$ cat src/dbmc_defs.svh
`ifndef DBMC_DEFS_SVH
`define DBMC_DEFS_SVH

// Register offsets on the control port
`define DBMC_ADDR_W           8
`define DBMC_OFS_PIN_FWD      8'h31
`define DBMC_OFS_BOOT_SRC     8'h32
`define DBMC_OFS_SOFT_IRQ     8'h33
`define DBMC_OFS_MEM_SEC      8'h34
`define DBMC_OFS_DEC_RST      8'h35

// Field positions
`define DBMC_BIT_FWD_PIN2     6
`define DBMC_BIT_FWD_PIN0     4
`define DBMC_BIT_BOOT_RAM     1
`define DBMC_BIT_DEF_COEF     0
`define DBMC_BIT_SOFT_IRQ     0
`define DBMC_BIT_RD_EN        3
`define DBMC_BIT_DEC_DIS      2
`define DBMC_BIT_DEC_RST      0

// Reset values
`define DBMC_RST_PIN_FWD      8'h00
`define DBMC_RST_BOOT_SRC     8'h00
`define DBMC_RST_MEM_SEC      8'h00

// Seed table
`define DBMC_SEED_0           8'ha5
`define DBMC_SEED_1           8'hb6
`define DBMC_SEED_2           8'h94
`define DBMC_SEED_3           8'he2

`endif

$ cat src/dbmc_pkg.sv
package dbmc_pkg;
  typedef logic [7:0] dbmc_byte_t;
  typedef logic [1:0] dbmc_seed_sel_t;
  // Soft interrupt handshake states
  typedef enum logic [0:0] {DBMC_IRQ_IDLE, DBMC_IRQ_PEND} dbmc_irq_e;
endpackage

$ cat src/dbmc_seed_rom.sv
`include "dbmc_defs.svh"

// Maps the two-bit seed selection onto the CRC seed byte
module dbmc_seed_rom (
  input  wire logic [1:0] i_sel,   // Seed select
  output logic      [7:0] o_seed   // Seed value
);
  timeunit 1ns;
  timeprecision 100ps;
  // Small constant table, purely combinational
  always_comb begin
    case (i_sel)
      2'h0:    o_seed = `DBMC_SEED_0;
      2'h1:    o_seed = `DBMC_SEED_1;
      2'h2:    o_seed = `DBMC_SEED_2;
      default: o_seed = `DBMC_SEED_3;
    endcase
  end
endmodule

$ cat src/dbmc_ctrl.sv
`include "dbmc_defs.svh"

module dbmc_ctrl
  import dbmc_pkg::*;
(
  input  wire logic            i_mclk,          // Control clock
  input  wire logic            i_rst_n,         // Sync reset, active low
  input  wire logic            i_wr,            // Register write strobe
  input  wire logic            i_rd,            // Register read strobe
  input  wire logic [7:0]      i_addr,          // Register offset
  input  wire dbmc_pkg::dbmc_byte_t i_wdata,    // Write data
  output dbmc_pkg::dbmc_byte_t o_rdata,         // Read data, one cycle after i_rd
  input  wire logic            i_gp_pin_0,      // General-purpose pin 0
  input  wire logic            i_gp_pin_2,      // General-purpose pin 2
  output logic                 o_proc_gp0,      // Gated pin 0 to processor
  output logic                 o_proc_gp2,      // Gated pin 2 to processor
  output logic                 o_boot_from_ram, // Boot from program RAM
  output logic                 o_use_default_coefs, // Use coefficient ROM
  output logic                 o_proc_soft_irq, // Interrupt to processor
  input  wire logic            i_proc_irq_ack,  // Processor acknowledge
  input  wire logic            i_mem_rd,        // Processor memory read valid
  input  wire dbmc_pkg::dbmc_byte_t i_mem_rdata, // Raw memory read data
  output dbmc_pkg::dbmc_byte_t o_mem_rdata,     // Gated memory read data
  output logic                 o_decrypt_enable, // Decryption active
  output dbmc_pkg::dbmc_byte_t o_crc_seed,      // Selected CRC seed
  output logic                 o_decrypt_block_reset // One-cycle reset pulse
);

  // Same time scope as the bench, so mixed-scope elaboration stays clean
  timeunit 1ns;
  timeprecision 100ps;

  logic [7:0]     pin_fwd_r;
  logic [7:0]     boot_src_r;
  logic [7:0]     mem_sec_r;
  dbmc_irq_e      irq_state_r;
  logic [7:0]     seed_w;
  logic           wr_fwd, wr_boot, wr_irq, wr_sec, wr_drst;

  // Address decode for writes
  always_comb begin
    wr_fwd  = 1'b0;
    wr_boot = 1'b0;
    wr_irq  = 1'b0;
    wr_sec  = 1'b0;
    wr_drst = 1'b0;
    if (i_wr && i_addr == `DBMC_OFS_PIN_FWD) begin
      wr_fwd = 1'b1;
    end else if (i_wr && i_addr == `DBMC_OFS_BOOT_SRC) begin
      wr_boot = 1'b1;
    end else if (i_wr && i_addr == `DBMC_OFS_SOFT_IRQ) begin
      wr_irq = 1'b1;
    end else if (i_wr && i_addr == `DBMC_OFS_MEM_SEC) begin
      wr_sec = 1'b1;
    end else if (i_wr && i_addr == `DBMC_OFS_DEC_RST) begin
      wr_drst = 1'b1;
    end
  end

  // Pin forwarding register, all bits kept so reserved bits read back
  always_ff @(posedge i_mclk) begin
    if (!i_rst_n) begin
      pin_fwd_r <= `DBMC_RST_PIN_FWD;
    end else if (wr_fwd) begin
      pin_fwd_r <= i_wdata;
    end
  end

  // Boot and coefficient source register
  always_ff @(posedge i_mclk) begin
    if (!i_rst_n) begin
      boot_src_r <= `DBMC_RST_BOOT_SRC;
    end else if (wr_boot) begin
      boot_src_r <= i_wdata;
    end
  end

  // Memory security register
  always_ff @(posedge i_mclk) begin
    if (!i_rst_n) begin
      mem_sec_r <= `DBMC_RST_MEM_SEC;
    end else if (wr_sec) begin
      mem_sec_r <= i_wdata;
    end
  end

  // Soft interrupt: a host set in the same cycle as an ack wins, so no request is lost
  always_ff @(posedge i_mclk) begin
    if (!i_rst_n) begin
      irq_state_r <= DBMC_IRQ_IDLE;
    end else begin
      case (irq_state_r)
        DBMC_IRQ_IDLE: begin
          if (wr_irq && i_wdata[`DBMC_BIT_SOFT_IRQ]) begin
            irq_state_r <= DBMC_IRQ_PEND;
          end
        end
        DBMC_IRQ_PEND: begin
          if (wr_irq && i_wdata[`DBMC_BIT_SOFT_IRQ]) begin
            irq_state_r <= DBMC_IRQ_PEND;
          end else if (i_proc_irq_ack) begin
            irq_state_r <= DBMC_IRQ_IDLE;
          end
        end
        default: irq_state_r <= DBMC_IRQ_IDLE;
      endcase
    end
  end

  dbmc_seed_rom u_seed (
    .i_sel  (mem_sec_r[1:0]),
    .o_seed (seed_w)
  );

  // Registered control outputs toward the processor
  always_ff @(posedge i_mclk) begin
    if (!i_rst_n) begin
      o_proc_gp0          <= 1'b0;
      o_proc_gp2          <= 1'b0;
      o_boot_from_ram     <= 1'b0;
      o_use_default_coefs <= 1'b0;
      o_proc_soft_irq     <= 1'b0;
      o_decrypt_enable    <= 1'b0;
      o_crc_seed          <= `DBMC_SEED_0;
    end else begin
      o_proc_gp2          <= i_gp_pin_2 & pin_fwd_r[`DBMC_BIT_FWD_PIN2];
      o_proc_gp0          <= i_gp_pin_0 & pin_fwd_r[`DBMC_BIT_FWD_PIN0];
      o_boot_from_ram     <= boot_src_r[`DBMC_BIT_BOOT_RAM];
      o_use_default_coefs <= boot_src_r[`DBMC_BIT_DEF_COEF];
      o_proc_soft_irq     <= (irq_state_r == DBMC_IRQ_PEND);
      o_decrypt_enable    <= ~mem_sec_r[`DBMC_BIT_DEC_DIS];
      o_crc_seed          <= seed_w;
    end
  end

  // Decrypt reset is write-only; nothing stored, so it clears itself after one cycle
  always_ff @(posedge i_mclk) begin
    if (!i_rst_n) begin
      o_decrypt_block_reset <= 1'b0;
    end else begin
      o_decrypt_block_reset <= wr_drst & i_wdata[`DBMC_BIT_DEC_RST];
    end
  end

  // Memory read gate: data is forced to zero while reads are disallowed
  always_ff @(posedge i_mclk) begin
    if (!i_rst_n) begin
      o_mem_rdata <= 8'h00;
    end else if (i_mem_rd && mem_sec_r[`DBMC_BIT_RD_EN]) begin
      o_mem_rdata <= i_mem_rdata;
    end else begin
      o_mem_rdata <= 8'h00;
    end
  end

  // Register readback; write-only and unmapped offsets read zero
  always_ff @(posedge i_mclk) begin
    if (!i_rst_n) begin
      o_rdata <= 8'h00;
    end else if (!i_rd) begin
      o_rdata <= 8'h00;
    end else if (i_addr == `DBMC_OFS_PIN_FWD) begin
      o_rdata <= pin_fwd_r;
    end else if (i_addr == `DBMC_OFS_BOOT_SRC) begin
      o_rdata <= boot_src_r;
    end else if (i_addr == `DBMC_OFS_SOFT_IRQ) begin
      o_rdata <= {7'h00, irq_state_r == DBMC_IRQ_PEND};
    end else if (i_addr == `DBMC_OFS_MEM_SEC) begin
      o_rdata <= mem_sec_r;
    end else begin
      o_rdata <= 8'h00;
    end
  end
endmodule

$ cat config.mk
export PLATFORM = sky130hd
export DESIGN_NAME = dbmc_ctrl
export DESIGN_NICKNAME = d
export VERILOG_FILES = /design/src/dbmc_pkg.sv /design/src/dbmc_seed_rom.sv /design/src/dbmc_ctrl.sv
export VERILOG_INCLUDE_DIRS = /design/src
export SDC_FILE = /design/constraint.sdc
export NUM_CORES = 1
export LEC_CHECK = 0
export BUFFER_PORTS_ARGS = -buffer_cell sky130_fd_sc_hd__buf_2
export CAP_MARGIN = 20
export CORE_MARGIN = 2
export CORE_UTILIZATION = 45
export CTS_CLUSTER_SIZE = 30
export DETAILED_ROUTE_END_ITERATION = 8
export GPL_TIMING_DRIVEN = 0
export PLACE_DENSITY = 0.7
export SETUP_SLACK_MARGIN = 0.4
export SLEW_MARGIN = 20
export SYNTH_ARGS = -nofsm -noshare
export SYNTH_HDL_FRONTEND = slang
export SYNTH_SLANG_ARGS = --single-unit
$ cat constraint.sdc
create_clock -name i_mclk -period 2.2 [get_ports i_mclk]
set_input_delay 0 -clock i_mclk [delete_from_list [all_inputs] [get_ports i_mclk]]
set_output_delay 0 -clock i_mclk [all_outputs]
set_load 0.03 [all_outputs]
==> flow_metrics.env <==
export IMPL_place_congestion=0.8215
export IMPL_clock_path_buffers=2
export IMPL_level_count_of_the_clock_h_tree=2
export IMPL_cts_resized=0
export IMPL_clock_root_buffer="clkbuf_8"
export IMPL_synth_xor_area_share_pct=0
export IMPL_max_vdd_ir_drop_v=0.0005136
export IMPL_number_of_antenna_violations_at_the_first_check_in_global_routing=0
export IMPL_die_width_um=73.16
export IMPL_worstMarginPinSlew_ns=0.9133
export IMPL_ys_seq_area_share_pct=50.23
export IMPL_rows=25
export IMPL_placed_cells=319
export IMPL_final_period_minus_worst_setup_slack_ns=1.680
export IMPL_endpoint_kind="flop"
export IMPL_holdWs_ns=-0.0004081
export IMPL_global_route_usage_total_pct=18.51
export IMPL_yosys_register_bits=54
export IMPL_initial_core_util_pct=46.17
export IMPL_route_detailed_wl_per_inst_um=13.77
export IMPL_clock_tree_from_tritoncts="built"
export IMPL_syn2layout_area_growth_pct=28.26
export IMPL_num_antenna_cells=0
export IMPL_timing_hold_worst_class="in -> reg"
export IMPL_path_buf_inv=2
export IMPL_fillerInstances=407
export IMPL_pin_count_of_the_biggest_net_entering_global_routing=17
export IMPL_post_synth_cell_area_avg_sq_um=10.45
export IMPL_synth_mux_area_share_pct=11.16
export IMPL_synth_fa_ha_area_share_pct=2.326
export IMPL_synth_top_family_by_area="simple AND/OR/NAND/NOR gates"
export IMPL_route_vias_total=1696
export IMPL_post_layout_nonfiller_instances=342
export IMPL_drtPass1Iterations=4
export IMPL_timing_max_transition_violations_final=0
export IMPL_vias_per_cell=4.959
export IMPL_crit_path_cell_trace="dlygate4sd3_1 > buf_2 > nand3b_1 > nor3_4 > mux2i_1"
export IMPL_cts_sinks=54
export IMPL_post_synth_main_area_contributors="dfxtp_1 50%, mux2i_1 11%, nand2_1 6.8%"
export IMPL_final_min_period_over_clock_period_pct=76.35
export IMPL_grt_ovfl_total=0
export IMPL_data_arrival_time_of_the_worst_path_ns=1.91
export IMPL_place_hpwl_um=3365
export IMPL_fin_setup_tns_ns=0
export IMPL_outcome="finished, violations left"
export IMPL_yosys_warnings=0
export IMPL_max_cap_violations=0
export IMPL_reg2reg_slack_ns=1.12
export IMPL_number_of_buffers_created_by_cts=5
export IMPL_worst_slew_margin_rel_pct=38.61
export IMPL_ant_nets=0
export IMPL_synth_largest_type_area_fraction_pct=50.23
export IMPL_synth_top_cells_by_count="54 x dfxtp_1, 39 x nand2_1, 24 x mux2i_1"
export IMPL_final_hold_violations=1
export IMPL_grt_pass1_wl_um=7562
export IMPL_io_pin_count=63
export IMPL_first_global_vias=1586
export IMPL_drc=0
export IMPL_nNetsFinal=323
export IMPL_portBuffers=59
export IMPL_rsz0062_at_grt="no"
export IMPL_die_area_sq_um=5352
export IMPL_max_clock_freq_mhz=595.3
export IMPL_layout_drive_gt1_share_pct=30.56
export IMPL_overall_routed_net_length_um=4708
export IMPL_synth_compound_gate_area_share_pct=8.198
export IMPL_worst_skew_late_latency_ns=0.30
export IMPL_critical_path_top_delay_family="simple AND/OR/NAND/NOR gates"
export IMPL_postSynthNetCount=242
export IMPL_failed_checks="hold timing"
export IMPL_path_max_fanout=8
export IMPL_p_per_area_nw_per_um2=604.6
export IMPL_synth_simple_area_share_pct=22.27
export IMPL_syn_instance_count=206
export IMPL_cts_setup_buffers=0
export IMPL_syn_cell_area_sq_um=2152
export IMPL_synth_async_reset_ratio_pct=0
export IMPL_crit_path_kind="in -> reg"
export IMPL_ys_flop_type="dfxtp_1"
export IMPL_yosysMostFrequentCell="dfxtp_1"
export IMPL_yosysUniqueCellTypes=30
export IMPL_crit_required_ns=2.43
export IMPL_synthDominantAreaCellType="dfxtp_1"
export IMPL_start_kind="input port"
export IMPL_register_clock_pin_slew_on_the_reported_worst_setup_and_hold_paths_ns=0.09
export IMPL_drtIter0Drc=106
export IMPL_number_of_enable_type_register_cells_in_the_synthesized_netlist=0
export IMPL_finalClockSkew_ns=0.004882
export IMPL_slowest_delay_ns=0.58
export IMPL_core_area_sq_um=4661
export IMPL_setup_viol=0
export IMPL_floorplan_die_height_um=73.16
export IMPL_power_static_leakage_nw=1.326
export IMPL_cp_slowest_cell="nor3_4"
-- final cells by class --
| class | instances | area [sq um] | share of cell area, % |
|---|---|---|---|
| Inverter | 7 | 26.28 | 0.9519 |
| Clock buffer | 6 | 82.58 | 2.992 |
| Multi-Input combinational cell | 132 | 953.4 | 34.54 |
| Buffer | 13 | 91.34 | 3.309 |
| Sequential cell | 54 | 1081 | 39.17 |
| Clock inverter | 2 | 12.51 | 0.4533 |
| Timing Repair Buffer | 74 | 445.4 | 16.14 |
| Tap cell | 54 | 67.56 | 2.448 |
-- metal layers --
layer / track usage, % / part of all wire, % / routed length [um]
met5: 0 / 0 / 0
met4: 3.704 / 0.91 / 43
met3: 4.696 / 5.9 / 277
met2: 31.53 / 49 / 2300
met1: 23.69 / 44 / 2087
-- metrics by stage --
step / cell area, sq um / hold WS (ns) / util (%) / setup WS [ns] / power [mW]
6_report: 2760 / -0.0004081 / 59.22 / 0.5203 / 1.669
3_5_place_dp: 2515 / 0.1941 / 53.96 / 0.3225 / 1.110
2_1_floorplan: 2152 / 0.06951 / - / 0.8730 / 1.060
4_1_cts: 2760 / 0.001169 / 59.22 / 0.5086 / 1.686
3_3_place_gp: 2515 / 0.1927 / 53.96 / 0.3352 / 1.110
5_1_grt: 2760 / 0.01093 / 59.22 / 0.4159 / 1.737
-- cell usage in the layout (no fill, tap or decap), types with 4 or more instances in the layout --
| cell type | netlist | final |
|---|---|---|
| a211oi_1 | 7 | 7 |
| and3_1 | 10 | 10 |
| ha_1 | 4 | 4 |
| and2_1 | 9 | 9 |
| nand3b_1 | 11 | 11 |
| buf_2 | 0 | 59 |
| o221a_2 | 8 | 8 |
| dlygate4sd3_1 | 0 | 15 |
| nand2_1 | 39 | 39 |
| inv_1 | 7 | 7 |
| clkbuf_8 | 2 | 8 |
| clkbuf_1 | 5 | 5 |
| mux2i_1 | 24 | 24 |
| dfxtp_1 | 54 | 54 |
-- registers in the layout, summed over array words and instances, names as in the netlist, 6 cells and up --
signal,cells
mem_sec_r,8
o_rdata,8
o_mem_rdata,8
boot_src_r,8
pin_fwd_r,8
o_crc_seed,6
-- timing repair --
item | in CTS | in global routing
hold buffers | 15 | 0
hold endpoints to repair | 18 | 0
setup endpoints to repair | 0 | 0
-- worst register-to-register path, cell delays in order, from the launching register on --
cell and delay [ns]:
dfxtp_1 0.44, inv_1 0.09, ha_1 0.29, and2_1 0.16
-- cell families (layout without fill, tap and decap cells) --
logic type	count (synthesis)	count (layout)
AO/OA/AOI/OAI	19	19
other	2	2
adder cells (fa/ha/maj)	4	4
AND/OR/NAND/NOR	83	83
flip-flops	54	54
buffers and inverters	20	102
multiplexers	24	24
-- path summary, 6_finish.rpt --
| check | start | to | cells past startpoint |
|---|---|---|---|
| max | i_addr[1] | mem_sec_r[7]$_SDFFE_PN0P_ | 5 |
| min | i_wdata[6] | boot_src_r[6]$_SDFFE_PN0P_ | 3 |
| max reg2reg | mem_sec_r[0]$_SDFFE_PN0P_ | o_crc_seed[4]$_SDFF_PN0_ | 3 |
| min reg2reg | boot_src_r[7]$_SDFFE_PN0P_ | boot_src_r[7]$_SDFFE_PN0P_ | 2 |
-- report_power, final --
| group | switching [mW] | internal, mW |
|---|---|---|
| clock | 0.308 | 0.253 |
| combinational | 0.0674 | 0.0612 |
| sequential | 0.000581 | 0.978 |
No activity file was read; power rests on OpenSTA's default activity.
